File: src/design/dpsc_consts.vh
`ifndef DPSC_CONSTS_VH
`define DPSC_CONSTS_VH
`define DPSC_ADDR_W      16
`define DPSC_DATA_W      16
`define DPSC_LANE_W      8
`define DPSC_UPPER_LSB   8
`define DPSC_LOWER_LSB   0
`define DPSC_FLAG_IDX_W  3
`define DPSC_T_SETUP_NS  20
`define DPSC_CLK_NS      4
`define DPSC_SETUP_CYC   ((`DPSC_T_SETUP_NS + `DPSC_CLK_NS - 1) / `DPSC_CLK_NS)
`define DPSC_CNT_W       4
`define DPSC_RDATA_RST   16'h0000
`endif

File: src/design/dpsc_rd_hold.v
`timescale 1ns/10ps
`default_nettype none
`include "dpsc_consts.vh"
module dpsc_rd_hold (
   // Clock and reset
   input  wire                     clk_i,
   input  wire                     rst_b_i,
   // Capture
   input  wire                     cap_i,
   input  wire                     up_en_i,
   input  wire                     lo_en_i,
   input  wire [`DPSC_DATA_W-1:0]  d_i,
   output reg  [`DPSC_DATA_W-1:0]  q_o
);
   always @(posedge clk_i or negedge rst_b_i) begin
      if (!rst_b_i) begin
         q_o <= `DPSC_RDATA_RST;
      end else if (cap_i) begin
         // Lanes not read come back as zero
         q_o <= {up_en_i ? d_i[15:8] : 8'h00, lo_en_i ? d_i[7:0] : 8'h00};
      end
   end
endmodule // dpsc_rd_hold
`default_nettype wire

File: src/design/dpsc_host.v
// Behaviour
// RULE1: Each device port is independent, so this controller drives one full port of address, data and controls.
// RULE2: The port is selected only with the active-low enable low and the active-high enable high together.
// RULE3: Between accesses one enable is inactive so the port stands by and does no array access.
// RULE4: While deselected with the flag area off the device floats both data lanes, and so may this side.
// RULE5: An upper-only write drives the upper lane with upper select low and leaves the lower lane undriven.
// RULE6: A lower-only write drives the lower lane only; a word write drives both lanes.
// RULE7: An upper-only read asserts output enable and upper select and samples only the upper lane.
// RULE8: A lower-only read samples the lower lane; a word read samples both lanes.
// RULE9: The cascade role select is a steady output: high makes the device master, low slave.
// RULE10: Output enable is kept high whenever a read is not in progress, so the device floats its lanes.
// RULE11: Both byte selects stay high when idle so no array access takes place.
// RULE12: A flag access asserts the flag-area select and puts the flag index on the three lowest address bits.
`timescale 1ns/10ps
`default_nettype none
`include "dpsc_consts.vh"
module dpsc_host (
   // Clock and reset
   input  wire                     clk_i,
   input  wire                     rst_b_i,
   // User request
   input  wire                     req_i,
   input  wire                     req_write_i,
   input  wire                     req_flag_i,
   input  wire                     req_upper_i,
   input  wire                     req_lower_i,
   input  wire [`DPSC_ADDR_W-1:0]  req_addr_i,
   input  wire [`DPSC_DATA_W-1:0]  req_wdata_i,
   input  wire                     master_role_i,
   output reg                      busy_o,
   output reg                      done_o,
   output wire [`DPSC_DATA_W-1:0]  rdata_o,
   // Device port pins
   output reg                      chip_enable_low_active_o,
   output reg                      chip_enable_high_active_o,
   output reg                      read_write_select_o,
   output reg                      out_enable_b_o,
   output reg                      flag_area_select_b_o,
   output reg                      upper_byte_select_b_o,
   output reg                      lower_byte_select_b_o,
   output reg  [`DPSC_ADDR_W-1:0]  addr_o,
   output reg  [`DPSC_DATA_W-1:0]  data_o,
   output reg                      data_up_oe_o,
   output reg                      data_lo_oe_o,
   input  wire [`DPSC_DATA_W-1:0]  data_i,
   output reg                      master_slave_o
);
   localparam [1:0] ST_IDLE = 2'b00;
   localparam [1:0] ST_ACC  = 2'b01;
   localparam [1:0] ST_END  = 2'b10;

   reg [1:0]             state_q;
   reg [`DPSC_CNT_W-1:0] cnt_q;
   reg                   wr_q;
   reg                   flag_q;
   reg                   up_q;
   reg                   lo_q;
   wire                  cap;
   wire [31:0]           setup_last;

   assign cap = (state_q == ST_ACC) && (cnt_q == 4'h0) && !wr_q;
   // Strobe count start, cut to the counter width
   assign setup_last = `DPSC_SETUP_CYC - 1;

   dpsc_rd_hold u_rd_hold (
      .clk_i   (clk_i),
      .rst_b_i (rst_b_i),
      .cap_i   (cap),
      .up_en_i (up_q | flag_q),
      .lo_en_i (lo_q | flag_q),
      .d_i     (data_i),
      .q_o     (rdata_o)
   );

   always @(posedge clk_i or negedge rst_b_i) begin
      if (!rst_b_i) begin
         state_q                   <= ST_IDLE;
         cnt_q                     <= 4'h0;
         wr_q                      <= 1'b0;
         flag_q                    <= 1'b0;
         up_q                      <= 1'b0;
         lo_q                      <= 1'b0;
         busy_o                    <= 1'b0;
         done_o                    <= 1'b0;
         chip_enable_low_active_o  <= 1'b1;
         chip_enable_high_active_o <= 1'b0;
         read_write_select_o       <= 1'b1;
         out_enable_b_o            <= 1'b1;
         flag_area_select_b_o      <= 1'b1;
         upper_byte_select_b_o     <= 1'b1;
         lower_byte_select_b_o     <= 1'b1;
         addr_o                    <= 16'h0000;
         data_o                    <= 16'h0000;
         data_up_oe_o              <= 1'b0;
         data_lo_oe_o              <= 1'b0;
         master_slave_o            <= 1'b0;
      end else begin
         master_slave_o <= master_role_i; // RULE9
         done_o         <= 1'b0;
         case (state_q)
            ST_IDLE: begin
               if (req_i && (req_flag_i || req_upper_i || req_lower_i)) begin
                  wr_q   <= req_write_i;
                  flag_q <= req_flag_i;
                  up_q   <= req_upper_i & !req_flag_i;
                  lo_q   <= req_lower_i & !req_flag_i;
                  busy_o <= 1'b1;
                  cnt_q  <= setup_last[`DPSC_CNT_W-1:0];
                  read_write_select_o <= !req_write_i;
                  data_o <= req_wdata_i;
                  if (req_flag_i) begin
                     // Flag index on low address bits, array deselected
                     addr_o <= {13'h0000, req_addr_i[2:0]}; // RULE12
                     flag_area_select_b_o      <= 1'b0; // RULE12
                     chip_enable_low_active_o  <= 1'b1;
                     chip_enable_high_active_o <= 1'b0;
                     upper_byte_select_b_o     <= 1'b1;
                     lower_byte_select_b_o     <= 1'b1;
                     data_up_oe_o              <= req_write_i;
                     data_lo_oe_o              <= req_write_i;
                  end else begin
                     addr_o <= req_addr_i; // RULE1
                     chip_enable_low_active_o  <= 1'b0; // RULE2
                     chip_enable_high_active_o <= 1'b1; // RULE2
                     upper_byte_select_b_o     <= !req_upper_i; // RULE5 RULE7
                     lower_byte_select_b_o     <= !req_lower_i; // RULE6 RULE8
                     data_up_oe_o              <= req_write_i & req_upper_i; // RULE5 RULE6
                     data_lo_oe_o              <= req_write_i & req_lower_i; // RULE6
                  end
                  out_enable_b_o <= req_write_i; // RULE10
                  state_q <= ST_ACC;
               end
            end
            ST_ACC: begin
               if (cnt_q == 4'h0) begin
                  // Data sampled by the hold module this edge
                  state_q                   <= ST_END;
                  chip_enable_low_active_o  <= 1'b1; // RULE3
                  chip_enable_high_active_o <= 1'b0; // RULE3
                  flag_area_select_b_o      <= 1'b1;
                  upper_byte_select_b_o     <= 1'b1; // RULE11
                  lower_byte_select_b_o     <= 1'b1; // RULE11
                  out_enable_b_o            <= 1'b1; // RULE10
               end else begin
                  cnt_q <= cnt_q - 4'h1;
               end
            end
            ST_END: begin
               // Release lanes and write line a cycle after the strobes
               data_up_oe_o        <= 1'b0; // RULE4
               data_lo_oe_o        <= 1'b0; // RULE4
               read_write_select_o <= 1'b1;
               busy_o              <= 1'b0;
               done_o              <= 1'b1;
               state_q             <= ST_IDLE;
            end
            default: begin
               state_q <= ST_IDLE;
            end
         endcase
      end
   end
endmodule // dpsc_host
`default_nettype wire

File: config.mk
export PLATFORM = sky130hd
export DESIGN_NAME = dpsc_host
export DESIGN_NICKNAME = d
export VERILOG_FILES = /design/src/design/dpsc_rd_hold.v /design/src/design/dpsc_host.v
export VERILOG_INCLUDE_DIRS = /design/src /design/src/design
export SDC_FILE = /design/constraint.sdc
export NUM_CORES = 1
export LEC_CHECK = 0
export ABC_AREA = 1
export BUFFER_PORTS_ARGS = -buffer_cell sky130_fd_sc_hd__buf_2
export CAP_MARGIN = 40
export CORE_MARGIN = 2
export CORE_UTILIZATION = 52
export CTS_CLUSTER_SIZE = 20
export DETAILED_ROUTE_END_ITERATION = 6
export PLACE_DENSITY_LB_ADDON = 0.05
export RECOVER_POWER = 25
export SLEW_MARGIN = 20
export SYNTH_ARGS = -nofsm -noshare
export SYNTH_HDL_FRONTEND = slang
export SYNTH_SLANG_ARGS = --single-unit
File: constraint.sdc
create_clock -name clk_i -period 4.2 [get_ports clk_i]
set_input_delay 1.26 -clock clk_i [delete_from_list [all_inputs] [get_ports clk_i]]
set_output_delay 1.26 -clock clk_i [all_outputs]
set_load 0.005 [all_outputs]
Word-level counts from Yosys, hierarchy flattened --
Cells that the tools add are included.
Storage, ports and cells: flip-flop bits (word level) 70, logic and storage cells 93
Operators by class: $add $sub $neg 1, eq/ne operators 6, multiplexer cells 39, bitwise logic cells 6, reductions and logical operators 20
Operator list (number):
- 1-bit two-way mux | 20
- 1-bit case mux with 2 select lines | 10
- 16-bit two-way mux | 1
- 8-bit two-way mux | 2
- 4-bit two-way mux | 2
- 4-bit case mux with 2 select lines | 1
- 2-bit != test (second input constant) | 3
- 2-bit AND reduction | 3
- 3-bit AND reduction | 2
- 1-bit zero test | 5
- 1-bit bitwise AND | 4
- 4-bit zero test | 1
- 2-bit two-way mux | 2
- 2-bit case mux with 2 select lines | 1
- 4-bit AND reduction | 1
- 2-bit nonzero test | 2
- 4-bit by 1-bit subtractor with 4-bit output (second input constant) | 1
- 1-bit logical AND | 3
- 2-bit by 1-bit == test with 1-bit output (second input constant) | 1
- 2-bit == test (second input constant) | 1
- 2-bit zero test | 1
- 1-bit logical OR | 2
- 2-bit by 1-bit != test with 1-bit output (second input constant) | 1
- 1-bit OR | 2

Logic depth before layout (Yosys ltp) --
word-level depth 5, gate-level depth with buffers 8, gate-level depth less buffers 7

Hierarchy --
From an unflattened synthesis, not the netlist that was laid out.
Second synthesis, totals: cells, all modules 332, area total of the unflattened synthesis 2987.9 um^2
Modules (own cells, without submodules):
- dpsc_host | instances 1, cells each 262, area each 2298.5 um^2, seq. area each 1358.8 um^2
- dpsc_rd_hold | instances 1, cells each 70, area each 689.4 um^2, seq. area each 400.4 um^2

Least setup slack after synthesis --
Ideal clock, no wire load.
kind input-to-reg, start in req_flag_i, end reg flag_q, setup time 0.123 ns, arrival time 1.841 ns, required time 4.077 ns, setup slack 2.235 ns, cell stages on the path 5, cells stage by stage inv_2 -> nand3_1 -> nor2_4 -> buf_4 -> a21oi_1
Between the ends: longest elaborated chain between the ends 4
RTL lines:
- start, declared | line dpsc_host.v:24 | input wire req_flag_i,
- 1-bit logical OR (2 in series) | line dpsc_host.v:102 | if (req_i && (req_flag_i || req_upper_i || req_lower_i)) begin
- 1-bit logical AND | line dpsc_host.v:102
- 2-bit AND reduction (no line)
- end signal, assigned | line dpsc_host.v:104 | flag_q <= req_flag_i;
- end, declared | line dpsc_host.v:55 | reg flag_q;
Parallel ways exist; a longest one is shown, timed or not. A chain may end at the register's enable or synchronous reset.

==> run summary <==
outcome: finished, violations left
failing checks: capacitance limit
Finished Cell Area: 3646 um^2
gr ovfl total: 0
Pwr Density: 736.9 nW/um^2
Final TNS setup: 0 ns
placed inst area: 3528 um^2
Chip Height: 79.12 um
Synth Area in Compound Gates: 6.311%
crit path max fanout: 28
Mapped Area: 2934 um^2
DRC: 0
syn_nets: 383
hold-fix buffer count after cts: 0
Worst-path clk slew: 0.08 ns
Iteration-0 DRC Markers: 109
largest family of logic cells by synthesized area: simple AND/OR/NAND/NOR gates
Seq/Total Area, Yosys: 59.96%
nets@finish: 501
XOR/XNOR Fraction of Synth Area: 0%
TritonCTS Buffers: 9
worst-margin pin slew: 1.493 ns
worst-path cell with the longest stage delay: clkbuf_1
Max-Cap Viols: 1
FP Rows: 27
commonest non-fill, non-tap cells in the layout: nand2_1 (169), buf_2 (114), dfrtp_1 (64)
commonest non-fill, non-tap cell in the layout: nand2_1
number of setup buffers added after CTS: 0
final clock skew: 0.009507 ns
Core ar.: 5473 um^2
Clk Latency, worst-skew pair: 0.33 ns
Antenna Nets Post-Route: 0
Setup violations, final: 0
Area Overhead vs Synth: 24.26%
mux cell area share after synthesis: 0%
Max clock buf depth: 2
vias: 2404
CTS tree: done
vias per inst: 4.614
top-area cell type share of the netlist area: 54.58%
RSZ-0062 raised after global routing: no
gpl congestion: 0.8400
final hold vios: 0
cell chain of the critical path: clkbuf_1, buf_4
H-tree levels: 3
first-pass GRT wire length: 10530 um
Ys Warns: 0
crit start category: input port
first-pass iteration count of the detailed router: 4
Detailed Route WL: 6290 um
GRT Util Overall: 21.85%
Peak supply drop: 340.4 uV
starting density of the core: 53.61%
Achievable Freq: 0.4283 GHz
# diodes: 0
Largest delay share family, worst path: buffers and inverters
kind of critical path: in2async
die area: 6259 um^2
Avg WL per Cell: 12.07 um
CP endpoint kind: asynchronous set/reset pin
CP bufs+invs: 2
Leak Pwr: 2.129 nW
final setup margin: 1.865 ns
post-synth top area cell: dfrtp_1
critical path's largest stage delay: 1.06 ns
slew margin rel.: 0.4898%
CTS root buffer: clkbuf_8
IO buf count: 115
hold crit path type: reg2reg
Gate Count Post-Synth: 326
maximum number of pins on one net before global-route repair: 51
Finished Core Util: 66.62%
Die W: 79.12 um
Yosys reg bits: 70
share of cells above drive strength 1: 32.74%
I/O pins: 116
worst path required time: 4.65 ns
number of global-route vias before repair: 2340
fin crit period: 2.335 ns
hpwl dp: 4430 um
Area contributors post-synth: dfrtp_1 (55%), nand2_1 (21%), dfstp_2 (5.4%), o21ai_2 (4.8%), nand3_1 (2.2%)
antenna violations before repair: 0
Simple-Gate Fraction of Synth Area: 27.46%
pre-CTS setup slack: 1.622 ns
CP arrival: 2.78 ns
Syn Area/Cell: 9.000 um^2
Synth Area in Adders: 0.4264%
Netlist cell types: 22
ratio of final minimum period to clock period: 55.59%
Max Slew Vio Count: 0
# clock sinks: 70
CTS resizes: 0
## power by group
group | switching, mW | internal, mW | total [mW]
Clock | 0.245 | 0.272 | 0.517
Sequential | 0.161 | 1.01 | 1.17
Combinational | 0.584 | 0.416 | 1.00
Total | 0.989 | 1.70 | 2.69
## flip-flops by register name (all words and copies together), names as in the netlist, 2 cells and up
| name | count |
|---|---|
| cnt_q | 4 |
| state_q | 2 |
| u_rd_hold.q_o | 16 |
| addr_o | 16 |
| data_o | 16 |
## through the flow
step / total power [mW] / hold slack (ns) / std cells
final: 2.687 / 0.4774 / 521
after global routing: 2.934 / 0.4898 / 521
after global placement: 2.234 / 0.4571 / 505
after floorplan: 1.854 / 0.4530 / 326
after CTS: 2.792 / 0.4804 / 521
after detailed placement: 2.263 / 0.4593 / 505
## cell type report
cell class                 instances  area [um^2]
clock buffer                      10        127.6
clock inverter                     6        62.56
fill                             493         1827
inverter                          20        77.57
multi-input combinational        225        932.1
sequential                        70         1759
tap                               72        90.09
timing repair buffer             118        596.8
## Yosys cell counts
| master | instances |
|---|---|
| nand2_1 | 168 |
| dfrtp_1 | 64 |
| inv_1 | 17 |
| o21ai_2 | 16 |
| nand3_1 | 13 |
| nor2_1 | 9 |
| o21ai_0 | 7 |
| dfstp_2 | 6 |
| buf_6 | 5 |
| buf_2 | 3 |
| buf_4 | 3 |
| nor2_4 | 3 |
| inv_2 | 2 |
| nand2_2 | 2 |
| a21oi_1 | 1 |
| ha_1 | 1 |
| inv_4 | 1 |
| nand2_4 | 1 |
| nand4_1 | 1 |
| nor2_2 | 1 |
| o21ai_1 | 1 |
| or2_2 | 1 |
## metal layers
metal | wire (um) | vias up | GRT usage (%)
li1 | - | 1237 | -
met4 | 84 | 0 | 8.448
met5 | 0 | - | 0
met3 | 366 | 8 | 6.250
met1 | 2894 | 1088 | 28.47
met2 | 2945 | 71 | 34.83
## cell families (layout without fill, tap and decap cells)
kind of cell,after synthesis,count (layout)
buf+inv,31,154
fa+ha+maj,1,1
compound gates,25,25
flops,70,70
simple gates,199,199
## final timing paths
path	from	end	slack [ns]	cells past startpoint
worst max-delay path	rst_b_i	read_write_select_o$_DFFE_PN1P_	1.87	2
worst min-delay path	addr_o[11]$_DFFE_PN0P_	addr_o[11]$_DFFE_PN0P_	0.48	2
worst max register to register	cnt_q[0]$_DFFE_PN0P_	u_rd_hold.q_o[5]$_DFFE_PN0P_	2.18	6
worst min register to register	addr_o[11]$_DFFE_PN0P_	addr_o[11]$_DFFE_PN0P_	0.48	2
max in group clk_i	lower_byte_select_b_o$_DFFE_PN1P_	lower_byte_select_b_o	1.96	1
min in group asynchronous	rst_b_i	u_rd_hold.q_o[15]$_DFFE_PN0P_	1.28	1
Power figures use the tool's default switching activity.
